## src/pkg/acr_pkg.sv

```systemverilog
// Constants, field layout and state encoding for the converter configuration port.
// Assumes a single 40 MHz clock and serial pins already synchronous to it.

package acr_pkg;

	localparam int unsigned CFG_W = 24;

	// Register select codes carried in the command byte.
	localparam logic [1:0] REG_COMM = 2'h0;
	localparam logic [1:0] REG_CFG  = 2'h1;
	localparam logic [1:0] REG_FILT = 2'h2;
	localparam logic [1:0] REG_DATA = 2'h3;

	localparam logic [23:0] CFG_RESET = 24'h00_0007;
	// Read-only port input bits are never stored.
	localparam logic [23:0] CFG_WR_MASK = 24'hff_f3ff;

	// Command byte fields.
	localparam int unsigned CMD_RW   = 6;
	localparam int unsigned CMD_STBY = 5;

	// Configuration word fields.
	localparam int unsigned F_SW_B   = 23;
	localparam int unsigned F_SW_A   = 22;
	localparam int unsigned F_EXC_C  = 20;
	localparam int unsigned F_EXC_B  = 18;
	localparam int unsigned F_EXC_A  = 16;
	localparam int unsigned F_D_DIG  = 15;
	localparam int unsigned F_C_DIG  = 14;
	localparam int unsigned F_B_EN   = 13;
	localparam int unsigned F_A_EN   = 12;
	localparam int unsigned F_D_DAT  = 11;
	localparam int unsigned F_C_DAT  = 10;
	localparam int unsigned F_B_DAT  = 9;
	localparam int unsigned F_A_DAT  = 8;

	// Transfer lengths minus one, in bits.
	localparam logic [4:0] LAST_BYTE = 5'h07;
	localparam logic [4:0] LAST_DATA = 5'h0f;
	localparam logic [4:0] LAST_CFG  = 5'h17;

	typedef enum logic [1:0] {
		ACR_ST_CMD   = 2'b00,
		ACR_ST_WRITE = 2'b01,
		ACR_ST_READ  = 2'b10
	} acr_state_e;

endpackage : acr_pkg

```

## src/rtl/acr_cfg_bank.sv

```systemverilog
// Storage for the 24-bit configuration word and its read-back snapshot.
// Assumes write and snapshot strobes are single-cycle pulses from the serial front end.
`timescale 1ns/1ps
`default_nettype none

module acr_cfg_bank (
	input  wire logic        clk,
	input  wire logic        rst_b,
	input  wire logic        wr_en,
	input  wire logic [23:0] wr_data,
	input  wire logic        snap_en,
	input  wire logic        port_c_in,
	input  wire logic        port_d_in,
	output logic      [23:0] cfg,
	output logic      [23:0] rd_data
);

	logic [23:0] cfg_r;
	logic [23:0] rd_r;
	wire  [23:0] cfg_nxt;
	wire  [23:0] rd_nxt;
	wire         c_in_bit;
	wire         d_in_bit;

	assign cfg_nxt = wr_data & acr_pkg::CFG_WR_MASK;
	// Input-only port bits report the pin only while enabled as digital inputs.
	assign c_in_bit = cfg_r[acr_pkg::F_C_DIG] & port_c_in;
	assign d_in_bit = cfg_r[acr_pkg::F_D_DIG] & port_d_in;
	assign rd_nxt   = {cfg_r[23:12], d_in_bit, c_in_bit, cfg_r[9:0]};

	always_ff @(posedge clk) begin
		if (!rst_b) begin
			cfg_r <= acr_pkg::CFG_RESET;
		end else if (wr_en) begin
			cfg_r <= cfg_nxt;
		end
	end

	// Snapshot so a read stays coherent even if the pins move mid-transfer.
	always_ff @(posedge clk) begin
		if (!rst_b) begin
			rd_r <= 24'h00_0000;
		end else if (snap_en) begin
			rd_r <= rd_nxt;
		end
	end

	assign cfg     = cfg_r;
	assign rd_data = rd_r;
endmodule : acr_cfg_bank

`default_nettype wire

```

## src/rtl/acr_config_port.sv

```systemverilog
// Serial command port, configuration word and the switch and excitation controls it drives.
// Assumes cs_b, sclk and din are synchronous to clk and sclk is far slower than clk.
`timescale 1ns/1ps
`default_nettype none

module acr_config_port (
	input  wire logic       clk,
	input  wire logic       rst_b,
	input  wire logic       cs_b,
	input  wire logic       sclk,
	input  wire logic       din,
	output logic            dout,
	output logic            dout_oe,
	input  wire logic       port_c_in,
	input  wire logic       port_d_in,
	output logic            standby,
	output logic            low_switch_a_close,
	output logic            low_switch_b_close,
	output logic            switch_a_pin_out,
	output logic            switch_a_pin_oe,
	output logic            switch_b_pin_out,
	output logic            switch_b_pin_oe,
	output logic            excite_a_to_pin_a,
	output logic            excite_a_to_pin_b,
	output logic            excite_b_to_pin_a,
	output logic            excite_b_to_pin_b,
	output logic            excite_c_to_pin_a,
	output logic            excite_c_to_pin_b,
	output logic      [7:0] analog_config
);

	// Last bit index of a transfer to the given register.
	function automatic logic [4:0] last_bit(input logic [1:0] sel);
		case (sel)
			acr_pkg::REG_CFG:  last_bit = acr_pkg::LAST_CFG;
			acr_pkg::REG_DATA: last_bit = acr_pkg::LAST_DATA;
			default:           last_bit = acr_pkg::LAST_BYTE;
		endcase
	endfunction : last_bit

	// Route decode: bit 0 means first output pin, bit 1 means second; reserved gives neither.
	function automatic logic [1:0] route(input logic [1:0] code);
		case (code)
			2'b01:   route = 2'b01;
			2'b10:   route = 2'b10;
			default: route = 2'b00;
		endcase
	endfunction : route

	acr_pkg::acr_state_e state_r;
	acr_pkg::acr_state_e state_nxt;

	logic        sclk_d_r;
	logic [4:0]  bit_cnt_r;
	logic [4:0]  bit_cnt_nxt;
	logic [22:0] shift_r;
	logic [1:0]  sel_r;
	logic [1:0]  sel_nxt;
	logic        standby_r;
	logic        standby_nxt;
	logic        dout_r;

	wire         sclk_rise;
	wire         sclk_fall;
	wire [7:0]   cmd_byte;
	wire [23:0]  wr_word;
	wire         cmd_done;
	wire         cmd_write_cmd;
	wire         cmd_read;
	wire         wr_last;
	wire         cfg_wr;
	wire         snap;
	wire [23:0]  cfg;
	wire [23:0]  cfg_rd;
	wire         rd_bit;
	wire [1:0]   route_a;
	wire [1:0]   route_b;
	wire [1:0]   route_c;

	// Edges are seen in the clk domain, so sclk must stay several clocks in each level.
	assign sclk_rise = ~cs_b & sclk & ~sclk_d_r;
	assign sclk_fall = ~cs_b & ~sclk & sclk_d_r;

	// A leading one in the command slot is a wait bit and is not counted.
	assign cmd_done      = (state_r == acr_pkg::ACR_ST_CMD) & sclk_rise & (bit_cnt_r == acr_pkg::LAST_BYTE);
	assign cmd_byte      = {shift_r[6:0], din};
	assign cmd_read      = cmd_byte[acr_pkg::CMD_RW];
	assign cmd_write_cmd = ~cmd_read & (cmd_byte[1:0] == acr_pkg::REG_COMM);
	assign wr_word       = {shift_r, din};

	assign wr_last = (state_r == acr_pkg::ACR_ST_WRITE) & sclk_rise & (bit_cnt_r == 5'h00);
	assign cfg_wr  = wr_last & (sel_r == acr_pkg::REG_CFG);
	assign snap    = cmd_done & cmd_read;

	always_comb begin
		state_nxt   = state_r;
		bit_cnt_nxt = bit_cnt_r;
		sel_nxt     = sel_r;
		standby_nxt = standby_r;
		if (cs_b) begin
			state_nxt   = acr_pkg::ACR_ST_CMD;
			bit_cnt_nxt = 5'h00;
		end else if (sclk_rise) begin
			case (state_r)
				acr_pkg::ACR_ST_CMD: begin
					if (cmd_done) begin
						standby_nxt = cmd_byte[acr_pkg::CMD_STBY];
						sel_nxt     = cmd_byte[1:0];
						bit_cnt_nxt = cmd_write_cmd ? 5'h00 : last_bit(cmd_byte[1:0]);
						if (cmd_write_cmd) begin
							state_nxt = acr_pkg::ACR_ST_CMD;
						end else if (cmd_read) begin
							state_nxt = acr_pkg::ACR_ST_READ;
						end else begin
							state_nxt = acr_pkg::ACR_ST_WRITE;
						end
					end else if (bit_cnt_r != 5'h00 || !din) begin
						bit_cnt_nxt = bit_cnt_r + 5'h01;
					end
				end
				acr_pkg::ACR_ST_WRITE, acr_pkg::ACR_ST_READ: begin
					if (bit_cnt_r == 5'h00) begin
						state_nxt = acr_pkg::ACR_ST_CMD;
					end else begin
						bit_cnt_nxt = bit_cnt_r - 5'h01;
					end
				end
				default: begin
					state_nxt   = acr_pkg::ACR_ST_CMD;
					bit_cnt_nxt = 5'h00;
				end
			endcase
		end
	end

	always_ff @(posedge clk) begin
		if (!rst_b) begin
			state_r   <= acr_pkg::ACR_ST_CMD;
			bit_cnt_r <= 5'h00;
			sel_r     <= acr_pkg::REG_COMM;
			standby_r <= 1'b0;
			sclk_d_r  <= 1'b1;
		end else begin
			state_r   <= state_nxt;
			bit_cnt_r <= bit_cnt_nxt;
			sel_r     <= sel_nxt;
			standby_r <= standby_nxt;
			sclk_d_r  <= sclk;
		end
	end

	always_ff @(posedge clk) begin
		if (!rst_b) begin
			shift_r <= 23'h00_0000;
		end else if (sclk_rise) begin
			shift_r <= wr_word[22:0];
		end
	end

	// Only the configuration word is held here; other registers read back as zero.
	assign rd_bit = (sel_r == acr_pkg::REG_CFG) ? cfg_rd[bit_cnt_r] : 1'b0;

	always_ff @(posedge clk) begin
		if (!rst_b) begin
			dout_r <= 1'b0;
		end else if (sclk_fall && state_r == acr_pkg::ACR_ST_READ) begin
			dout_r <= rd_bit;
		end
	end

	acr_cfg_bank u_bank (
		.clk       (clk),
		.rst_b     (rst_b),
		.wr_en     (cfg_wr),
		.wr_data   (wr_word),
		.snap_en   (snap),
		.port_c_in (port_c_in),
		.port_d_in (port_d_in),
		.cfg       (cfg),
		.rd_data   (cfg_rd)
	);

	assign dout    = dout_r;
	assign dout_oe = ~cs_b & (state_r == acr_pkg::ACR_ST_READ);
	assign standby = standby_r;

	// Outside standby, writes reach these controls on the next clock; nothing here restarts conversion.
	assign low_switch_b_close = cfg[acr_pkg::F_SW_B] & ~standby_r;
	assign low_switch_a_close = cfg[acr_pkg::F_SW_A] & ~standby_r;

	// A closed switch takes the pin over, so the port driver must let go.
	assign switch_b_pin_out = cfg[acr_pkg::F_B_DAT];
	assign switch_b_pin_oe  = cfg[acr_pkg::F_B_EN] & ~low_switch_b_close;
	assign switch_a_pin_out = cfg[acr_pkg::F_A_DAT];
	assign switch_a_pin_oe  = cfg[acr_pkg::F_A_EN] & ~low_switch_a_close;

	assign route_c = route(cfg[acr_pkg::F_EXC_C +: 2]);
	assign route_b = route(cfg[acr_pkg::F_EXC_B +: 2]);
	assign route_a = route(cfg[acr_pkg::F_EXC_A +: 2]);

	assign excite_c_to_pin_a = route_c[0];
	assign excite_c_to_pin_b = route_c[1];
	assign excite_b_to_pin_a = route_b[0];
	assign excite_b_to_pin_b = route_b[1];
	assign excite_a_to_pin_a = route_a[0];
	assign excite_a_to_pin_b = route_a[1];

	assign analog_config = cfg[7:0];
endmodule : acr_config_port

`default_nettype wire

```

## config.mk

```make
export PLATFORM = sky130hd
export DESIGN_NAME = acr_config_port
export DESIGN_NICKNAME = d
export VERILOG_FILES = /design/src/pkg/acr_pkg.sv /design/src/rtl/acr_cfg_bank.sv /design/src/rtl/acr_config_port.sv
export SDC_FILE = /design/constraint.sdc
export NUM_CORES = 1
export LEC_CHECK = 0
export BUFFER_PORTS_ARGS = -buffer_cell sky130_fd_sc_hd__buf_2
export CAP_MARGIN = 10
export CORE_MARGIN = 4
export CORE_UTILIZATION = 55
export DETAILED_ROUTE_END_ITERATION = 6
export PLACE_DENSITY_LB_ADDON = 0.08
export SLEW_MARGIN = 40
export SYNTH_ARGS = -nofsm -noshare
export SYNTH_HDL_FRONTEND = slang
export SYNTH_SLANG_ARGS = --single-unit
```

## constraint.sdc

```tcl
create_clock -name clk -period 4.1 [get_ports clk]
set_clock_uncertainty 0.1 [all_clocks]
set_input_delay 0.41 -clock clk [delete_from_list [all_inputs] [get_ports clk]]
set_output_delay 0.41 -clock clk [all_outputs]
set_load 0.005 [all_outputs]
```

==> flow_results.xml, run 1 <==
<?xml version="1.0" encoding="UTF-8"?>
<metrics>
  <group name="sta">
    <metric name="slew_headroom" unit="">0.4730</metric>
    <metric name="drv_slew" unit="">0</metric>
    <metric name="min_period_over_period" unit="">0.6625</metric>
    <metric name="finalSetupViolCount" unit="">0</metric>
    <metric name="post-route-min-period" unit="ps">2716</metric>
    <metric name="fmax" unit="GHz">0.3682</metric>
    <metric name="tns" unit="ps">0</metric>
    <metric name="setup_repair_after_global_routing_missed_its_margin" unit="">no</metric>
    <metric name="final_hold_violations" unit="">0</metric>
    <metric name="tightestPinTransition" unit="ps">788.6</metric>
  </group>
  <group name="clocking">
    <metric name="worst_skew_late_latency" unit="ps">350</metric>
    <metric name="total_clock_sinks" unit="">81</metric>
    <metric name="cts_tree" unit="">built</metric>
    <metric name="cts_buffer_depth" unit="">2</metric>
    <metric name="postCtsResizedCells" unit="">0</metric>
    <metric name="numCtsBuffers" unit="">9</metric>
    <metric name="cts_hold_buffers" unit="">0</metric>
    <metric name="htree_levels" unit="">3</metric>
    <metric name="cts_setup_buffers" unit="">0</metric>
    <metric name="clkSlewWorstSetupHoldPaths" unit="ps">90</metric>
    <metric name="cell_at_the_root_of_the_clock_tree" unit="">clkbuf_8</metric>
  </group>
  <group name="setup_path">
    <metric name="rrSetupSlack" unit="ps">1380</metric>
    <metric name="critical_path_class" unit="">register to register</metric>
    <metric name="worst_setup_path_start_kind" unit="">register</metric>
    <metric name="required_time_reported_for_the_critical_path_endpoint" unit="ps">4270</metric>
    <metric name="timing.critical_path.to_type" unit="">register</metric>
    <metric name="critical_path_peak_fanout" unit="">17</metric>
    <metric name="critical_path_arrival" unit="ps">2880</metric>
    <metric name="worst_r2r_path_depth" unit="">7</metric>
  </group>
  <group name="min_path">
    <metric name="hold_class" unit="">primary input to register</metric>
    <metric name="worst_hold_path.num_cells" unit="">2</metric>
  </group>
  <group name="routing">
    <metric name="drt_pass1_iterations" unit="">5</metric>
    <metric name="final_antenna_net_count" unit="">0</metric>
    <metric name="drt-total-wl" unit="um">7896</metric>
    <metric name="detailedRoute.firstIterationViolations" unit="">142</metric>
    <metric name="routed_length_per_instance" unit="um">14.73</metric>
    <metric name="vias" unit="">2931</metric>
    <metric name="drc_violations_left" unit="">0</metric>
    <metric name="viasPerCell" unit="">5.468</metric>
  </group>
  <group name="global_route">
    <metric name="first_global_vias" unit="">2628</metric>
    <metric name="grt_first_pass_wirelength" unit="um">13220</metric>
    <metric name="overflow" unit="">0</metric>
    <metric name="grt_antenna_before_repair" unit="">0</metric>
    <metric name="largest_net_degree_at_the_start_of_global_routing" unit="">79</metric>
    <metric name="aggregate_global_route_resource_usage" unit="">0.1994</metric>
  </group>
  <group name="die">
    <metric name="die_y" unit="um">90.61</metric>
    <metric name="placeableCoreArea" unit="sq mm">0.006495</metric>
    <metric name="std_cell_rows" unit="">29</metric>
    <metric name="fp.dieW" unit="um">90.61</metric>
    <metric name="initial_core_util" unit="">0.5779</metric>
    <metric name="ios" unit="">30</metric>
    <metric name="die-area" unit="sq mm">0.008210</metric>
  </group>
  <group name="logic_synthesis">
    <metric name="ys_ff_latch" unit="">81</metric>
    <metric name="synthAdderAreaFrac" unit="">0.02333</metric>
    <metric name="yosys.area.top_type" unit="">dfxtp_1</metric>
    <metric name="synthCells" unit="">449</metric>
    <metric name="synth-seq-area-share" unit="">0.4320</metric>
    <metric name="synth.avg_cell_area" unit="sq um">8.360</metric>
    <metric name="synthTopCellsByArea" unit="">dfxtp_1 43%, nand2_1 14%, a21boi_0 13%</metric>
    <metric name="yosys.area_share.xor_xnor" unit="">0.004667</metric>
    <metric name="synth_compound_area_frac" unit="">0.1820</metric>
    <metric name="synth-simple-area-share" unit="">0.2463</metric>
    <metric name="top_cells_by_instance_count_after_synthesis" unit="">144 x nand2_1, 81 x dfxtp_1, 66 x a21boi_0</metric>
    <metric name="synth_top_area_share" unit="">0.4320</metric>
    <metric name="synthesis.yosys.warnings" unit="">0</metric>
    <metric name="yosys-mux-area-fraction" unit="">0.04933</metric>
    <metric name="synth_enable_flop_cells" unit="">0</metric>
    <metric name="yosysUniqueCellTypes" unit="">48</metric>
    <metric name="yosys_most_used_dff" unit="">dfxtp_1</metric>
    <metric name="async_reset_ff_frac" unit="">0</metric>
    <metric name="synth_top_family_by_area" unit="">simple AND/OR/NAND/NOR gates</metric>
    <metric name="synthMostInstantiatedCell" unit="">nand2_1</metric>
    <metric name="synthesis.area" unit="sq mm">0.003754</metric>
    <metric name="synth.net_count" unit="">463</metric>
  </group>
  <group name="placement">
    <metric name="dp.final_hpwl" unit="um">5380</metric>
    <metric name="gp_congestion" unit="">0.8127</metric>
    <metric name="placement.cell_area" unit="sq mm">0.003831</metric>
    <metric name="buffer_ports.inserted" unit="">29</metric>
  </group>
  <group name="pwr">
    <metric name="power_density" unit="mW/mm^2">352.0</metric>
    <metric name="p_leak" unit="nW">1.407</metric>
    <metric name="ir_worst_vdd" unit="mV">0.2077</metric>
    <metric name="p_total" unit="W">0.001420</metric>
  </group>
  <group name="cells_and_area">
    <metric name="nFillCells" unit="">609</metric>
    <metric name="num-nets-final" unit="">468</metric>
    <metric name="areaGrowthSynthToFinish" unit="%">7.500</metric>
    <metric name="finalInstanceArea" unit="sq mm">0.004035</metric>
    <metric name="antenna-diode-count" unit="">0</metric>
    <metric name="layout_cells_sized_above_1" unit="">0.1329</metric>
  </group>
  <group name="outcome">
    <metric name="run_status" unit="">finished, final reports clean</metric>
  </group>
  <group name="flow_run">
    <metric name="max-cap-violations" unit="">0</metric>
  </group>
</metrics>
metal layers:
layer	routed length [um]	GRT usage	vias to the layer above	share of wire
met5	0	0	-	0
met4	134	0.08036	0	0.017
met3	370	0.03167	10	0.047
met2	3646	0.3076	61	0.46
met1	3744	0.2777	1363	0.47
li1	-	-	1497	-
worst max-delay path, cell delays in order, from the launching register on:
cell      delay [ps]
dfxtp_1          470
ha_1             310
and4bb_2         290
and3_1           380
and2_1           570
buf_4            280
nand2_1           70
a21boi_0         170
cell usage in the layout, fill, tap and decap left out, types with 2 or more instances in the layout:
cell	count
nand2_1	144
dfxtp_1	81
a21boi_0	66
buf_2	29
nor2b_1	17
mux2i_1	14
clkbuf_8	9
nor2_1	8
ha_1	7
inv_1	6
nand3_1	6
o21ai_0	6
a31oi_1	5
buf_4	5
a21oi_1	4
o211ai_1	4
nand2b_1	3
and3_1	2
nand3b_1	2
nor4bb_1	2
nand4_1	2
nand4b_1	2
mux4_2	2
xor2_1	2
clkinvlp_4	2
stage by stage:
step	hold WS [ps]	instances	util	worst slack, ps
global placement	349.0	520	0.5899	1458
global route	191.5	536	0.6213	1103
CTS	177.7	536	0.6211	1365
detailed placement	354.2	520	0.5899	1331
finish	190.2	536	0.6213	1384
floorplan	338.9	449	-	1691
logic make-up (layout without fill, tap and decap cells):
| family | after synthesis | count (layout) |
|---|---|---|
| AOI/OAI and AO/OA | 94 | 94 |
| xor gates and xnor gates | 2 | 2 |
| adders and majority gates | 7 | 7 |
| buffers and inverters | 46 | 56 |
| DFF | 81 | 81 |
| muxes | 16 | 16 |
| and+or+nand+nor | 203 | 203 |
report_power, final:
| group | internal (W) | leakage, nW | total [W] | switching (W) |
|---|---|---|---|---|
| clock | 0.000288 | 0.0977 | 0.000596 | 0.000308 |
| sequential | 0.000787 | 0.653 | 0.000788 | 0.00000103 |
| combinational | 0.0000156 | 0.657 | 0.0000372 | 0.0000215 |
| total | 0.00109 | 1.41 | 0.00142 | 0.000331 |
worst paths after layout:
check,endpoint,from
setup / recovery,u_bank.rd_data[19],bit_cnt_r[1]
hold / removal,sclk_d_r,sclk
setup reg to reg,u_bank.rd_data[19],bit_cnt_r[1]
hold reg to reg,u_bank.rd_data[8],u_bank.rd_data[8]
sequential cells by signal, indices dropped and copies added, names as in the netlist:
| signal | flops |
|---|---|
| u_bank.cfg | 22 |
| dout | 1 |
| shift_r | 23 |
| sel_r | 2 |
| sclk_d_r | 1 |
| u_bank.rd_data | 24 |
| standby | 1 |
| bit_cnt_r | 5 |
| state_r | 2 |
final cells by class:
cell class,instances,area (sq um),share of cell area
sequential,81,1622,0.4019
clock inverter,7,78.83,0.01953
inverter,6,22.52,0.005581
timing repair buffer,34,182.7,0.04527
tap,77,96.34,0.02388
clock buffer,9,123.9,0.03070
multi-input combinational,322,1909,0.4732
No activity file was read; power rests on OpenSTA's default activity.
==> inputs of run 2 (changes only) <==
--- a/config.mk
+++ b/config.mk
@@ -5,10 +5,11 @@
 export SDC_FILE = /design/constraint.sdc
 export NUM_CORES = 1
 export LEC_CHECK = 0
+export ABC_AREA = 1
 export BUFFER_PORTS_ARGS = -buffer_cell sky130_fd_sc_hd__buf_2
 export CAP_MARGIN = 10
 export CORE_MARGIN = 4
-export CORE_UTILIZATION = 55
+export CORE_UTILIZATION = 53
 export DETAILED_ROUTE_END_ITERATION = 6
 export PLACE_DENSITY_LB_ADDON = 0.08
 export SLEW_MARGIN = 40
==> constraint.sdc (replaced) <==
create_clock -name clk -period 2.3 [get_ports clk]
set_clock_uncertainty 0.1 [all_clocks]
set_input_delay 0.23 -clock clk [delete_from_list [all_inputs] [get_ports clk]]
set_output_delay 0.23 -clock clk [all_outputs]
set_load 0.005 [all_outputs]
==> flow_results.xml, run 2 <==
<?xml version="1.0" encoding="UTF-8"?>
<metrics>
  <group name="logic_synthesis">
    <metric name="synth_top_area_share" unit="">0.4464</metric>
    <metric name="synth.net_count" unit="">514</metric>
    <metric name="synthesis.yosys.warnings" unit="">0</metric>
    <metric name="synth-seq-area-share" unit="">0.4464</metric>
    <metric name="top_cells_by_instance_count_after_synthesis" unit="">81 x dfxtp_1, 80 x nor2_1, 67 x o21ai_0</metric>
    <metric name="synth_compound_area_frac" unit="">0.1812</metric>
    <metric name="synth_top_family_by_area" unit="">simple AND/OR/NAND/NOR gates</metric>
    <metric name="ys_ff_latch" unit="">81</metric>
    <metric name="synthAdderAreaFrac" unit="">0.02411</metric>
    <metric name="async_reset_ff_frac" unit="">0</metric>
    <metric name="synth_enable_flop_cells" unit="">0</metric>
    <metric name="yosys.area.top_type" unit="">dfxtp_1</metric>
    <metric name="synthesis.area" unit="sq mm">0.003632</metric>
    <metric name="synth.avg_cell_area" unit="sq um">7.264</metric>
    <metric name="synthCells" unit="">500</metric>
    <metric name="synthMostInstantiatedCell" unit="">dfxtp_1</metric>
    <metric name="synthTopCellsByArea" unit="">dfxtp_1 45%, o21ai_0 9.2%, nor2_1 8.3%</metric>
    <metric name="yosys-mux-area-fraction" unit="">0</metric>
    <metric name="yosysUniqueCellTypes" unit="">31</metric>
    <metric name="synth-simple-area-share" unit="">0.2325</metric>
    <metric name="yosys_most_used_dff" unit="">dfxtp_1</metric>
    <metric name="yosys.area_share.xor_xnor" unit="">0.002411</metric>
  </group>
  <group name="setup_path">
    <metric name="worst-path-buf-inv" unit="">3</metric>
    <metric name="worst_path_largest_cell_delay" unit="ps">500</metric>
    <metric name="critical_path_class" unit="">register to register</metric>
    <metric name="worst_setup_path_start_kind" unit="">register</metric>
    <metric name="critical_path_peak_fanout" unit="">10</metric>
    <metric name="critPathMostFrequentCell" unit="">nand3_2</metric>
    <metric name="required_time_reported_for_the_critical_path_endpoint" unit="ps">2480</metric>
    <metric name="critical-path-top-delay-family" unit="">simple AND/OR/NAND/NOR gates</metric>
    <metric name="crit_path_top_delay_cell" unit="">dfxtp_1</metric>
    <metric name="worstPathCellList" unit="">ha_1, nand2_1, inv_1, nand3_2, buf_4, nand3_2, nand3_2, inv_2, o21ai_1, nor2_1</metric>
    <metric name="timing.critical_path.to_type" unit="">register</metric>
    <metric name="critical_path_arrival" unit="ps">2140</metric>
  </group>
  <group name="placement">
    <metric name="gp_congestion" unit="">0.8867</metric>
    <metric name="buffer_ports.inserted" unit="">29</metric>
    <metric name="dp.final_hpwl" unit="um">6398</metric>
  </group>
  <group name="die">
    <metric name="fp.dieW" unit="um">90.79</metric>
    <metric name="die_y" unit="um">90.79</metric>
    <metric name="ios" unit="">30</metric>
    <metric name="die-area" unit="sq mm">0.008242</metric>
    <metric name="std_cell_rows" unit="">29</metric>
    <metric name="initial_core_util" unit="">0.5592</metric>
    <metric name="placeableCoreArea" unit="sq mm">0.006495</metric>
  </group>
  <group name="pwr">
    <metric name="sw_frac_of_total" unit="">0.2477</metric>
    <metric name="power.share.sequential" unit="">0.574</metric>
    <metric name="power_frac_clock" unit="">0.389</metric>
    <metric name="ir_worst_vdd" unit="mV">0.3637</metric>
    <metric name="p_leak" unit="nW">1.757</metric>
    <metric name="total_switching_power" unit="W">0.0006163</metric>
    <metric name="power_density" unit="mW/mm^2">627.5</metric>
    <metric name="power.share.combinational" unit="">0.037</metric>
    <metric name="p_int" unit="W">0.001872</metric>
  </group>
  <group name="routing">
    <metric name="routed_length_per_instance" unit="um">14.71</metric>
    <metric name="drc_violations_left" unit="">0</metric>
    <metric name="detailedRoute.firstIterationViolations" unit="">217</metric>
    <metric name="drt_pass1_iterations" unit="">4</metric>
    <metric name="final_antenna_net_count" unit="">0</metric>
    <metric name="drt-total-wl" unit="um">8870</metric>
    <metric name="vias" unit="">3167</metric>
    <metric name="viasPerCell" unit="">5.252</metric>
  </group>
  <group name="clocking">
    <metric name="cell_at_the_root_of_the_clock_tree" unit="">clkbuf_8</metric>
    <metric name="htree_levels" unit="">3</metric>
    <metric name="cts_buffer_depth" unit="">2</metric>
    <metric name="cts_tree" unit="">built</metric>
    <metric name="numCtsBuffers" unit="">9</metric>
    <metric name="total_clock_sinks" unit="">81</metric>
    <metric name="cts_setup_buffers" unit="">0</metric>
    <metric name="worst_skew_late_latency" unit="ps">350</metric>
    <metric name="clkSlewWorstSetupHoldPaths" unit="ps">80</metric>
  </group>
  <group name="sta">
    <metric name="post-route-min-period" unit="ps">1956</metric>
    <metric name="drv_slew" unit="">0</metric>
    <metric name="finalHoldWorstSlack" unit="ps">43.04</metric>
    <metric name="finalSetupViolCount" unit="">0</metric>
    <metric name="tightestPinTransition" unit="ps">557.6</metric>
    <metric name="slew_headroom" unit="">0.6283</metric>
    <metric name="final_hold_violations" unit="">0</metric>
    <metric name="min_period_over_period" unit="">0.8506</metric>
    <metric name="tns" unit="ps">0</metric>
    <metric name="fmax" unit="GHz">0.5111</metric>
    <metric name="setup_repair_after_global_routing_missed_its_margin" unit="">no</metric>
  </group>
  <group name="cells_and_area">
    <metric name="num-nets-final" unit="">535</metric>
    <metric name="nFillCells" unit="">646</metric>
    <metric name="largest_register_ffs" unit="">24</metric>
    <metric name="layout_cells_sized_above_1" unit="">0.1426</metric>
    <metric name="layout.cells.most_common" unit="">dfxtp_1</metric>
    <metric name="antenna-diode-count" unit="">0</metric>
    <metric name="areaGrowthSynthToFinish" unit="%">9.163</metric>
    <metric name="layout.cells.most_common_list" unit="">81 x dfxtp_1, 80 x nor2_1, 67 x o21ai_0, 65 x nand2_1, 52 x inv_1</metric>
  </group>
  <group name="min_path">
    <metric name="hold_class" unit="">primary input to register</metric>
  </group>
  <group name="global_route">
    <metric name="gr-usage-met2" unit="">0.3447</metric>
    <metric name="largest_net_degree_at_the_start_of_global_routing" unit="">69</metric>
    <metric name="grt.met1_usage" unit="">0.3271</metric>
    <metric name="top_usage_layer" unit="">met2</metric>
    <metric name="overflow" unit="">0</metric>
    <metric name="first_global_vias" unit="">3004</metric>
    <metric name="aggregate_global_route_resource_usage" unit="">0.2275</metric>
    <metric name="grt_first_pass_wirelength" unit="um">14950</metric>
    <metric name="grt_antenna_before_repair" unit="">0</metric>
    <metric name="grt.met3_usage" unit="">0.04833</metric>
  </group>
  <group name="flow_run">
    <metric name="max-cap-violations" unit="">0</metric>
  </group>
  <group name="outcome">
    <metric name="run_status" unit="">finished, final reports clean</metric>
  </group>
</metrics>
[run 2: cell types whose count changed after synthesis, moves of 4 or more]
cell,delta
nand2_1,-79
nor2_1,+72
a21boi_0,-66
o21ai_0,+61
inv_1,+46
a21oi_1,+45
nand3_1,+26
nor2b_1,-17
mux2i_1,-14
clkbuf_1,-7
a31oi_1,-5
inv_2,+4
[run 2: worst register-to-register path, cell delays in order (launching register included)]
cell,delay [ps]
dfxtp_1,500
ha_1,230
nand2_1,90
inv_1,130
nand3_2,110
buf_4,200
nand3_2,70
nand3_2,130
inv_2,140
o21ai_1,70
nor2_1,130
[run 2: area by class of cell]
class                           instances  area (sq um)  share of cell area
Timing Repair Buffer                   43         252.7             0.06374
Tap cell                               77         96.34             0.02430
Clock buffer                           11         141.4             0.03566
Clock inverter                          5         38.79            0.009782
Inverter                               57         215.2             0.05428
Sequential cell                        81          1622              0.4090
Multi-Input combinational cell        329          1599              0.4033
[run 2: repair_timing]
action,CTS,global route
gates resized for setup,0,0
hold buffers,1,0
endpoints found under the hold margin,1,0
[run 2: logic make-up after synthesis]
| group | count (synthesis) |
|---|---|
| compound gates | 127 |
| xor+xnor | 1 |
| fa+ha+maj | 7 |
| buf+inv | 90 |
| flops | 81 |
| simple gates | 194 |
[run 2: final timing paths]
path,slack [ps],from,cells after the start,end
min,40,port_c_in,3,u_bank.rd_data[10]
max,340,bit_cnt_r[1],10,bit_cnt_r[0]
min reg2reg,360,u_bank.rd_data[1],2,u_bank.rd_data[1]
max reg2reg,340,bit_cnt_r[1],10,bit_cnt_r[0]
[run 2: through the flow]
step | area, sq um | utilization | cells | setup slack (ps) | total power (W)
after global routing | 3965 | 0.6105 | 603 | 182.7 | 0.002584
after CTS | 3965 | 0.6105 | 603 | 348.3 | 0.002503
after floorplan | 3632 | - | 500 | 538.1 | 0.001522
final | 3965 | 0.6105 | 603 | 343.5 | 0.002488
after detailed placement | 3775 | 0.5812 | 586 | 367.6 | 0.001552
after global placement | 3775 | 0.5812 | 586 | 362.8 | 0.001550
[run 2: routing by layer]
layer	up-vias	wire length, um
met5	-	0
met4	0	108
met3	10	625
met2	69	3863
met1	1436	4273
li1	1652	-
[run 2: power by group through the flow]
stage | logic, W | clock network [W] | registers [W]
floorplan | 0.0000646 | 0 | 0.00146
global placement | 0.0000888 | 0 | 0.00146
detailed placement | 0.0000909 | 0 | 0.00146
CTS | 0.0000926 | 0.000982 | 0.00143
global route | 0.000106 | 0.00105 | 0.00143
finish | 0.0000927 | 0.000967 | 0.00143
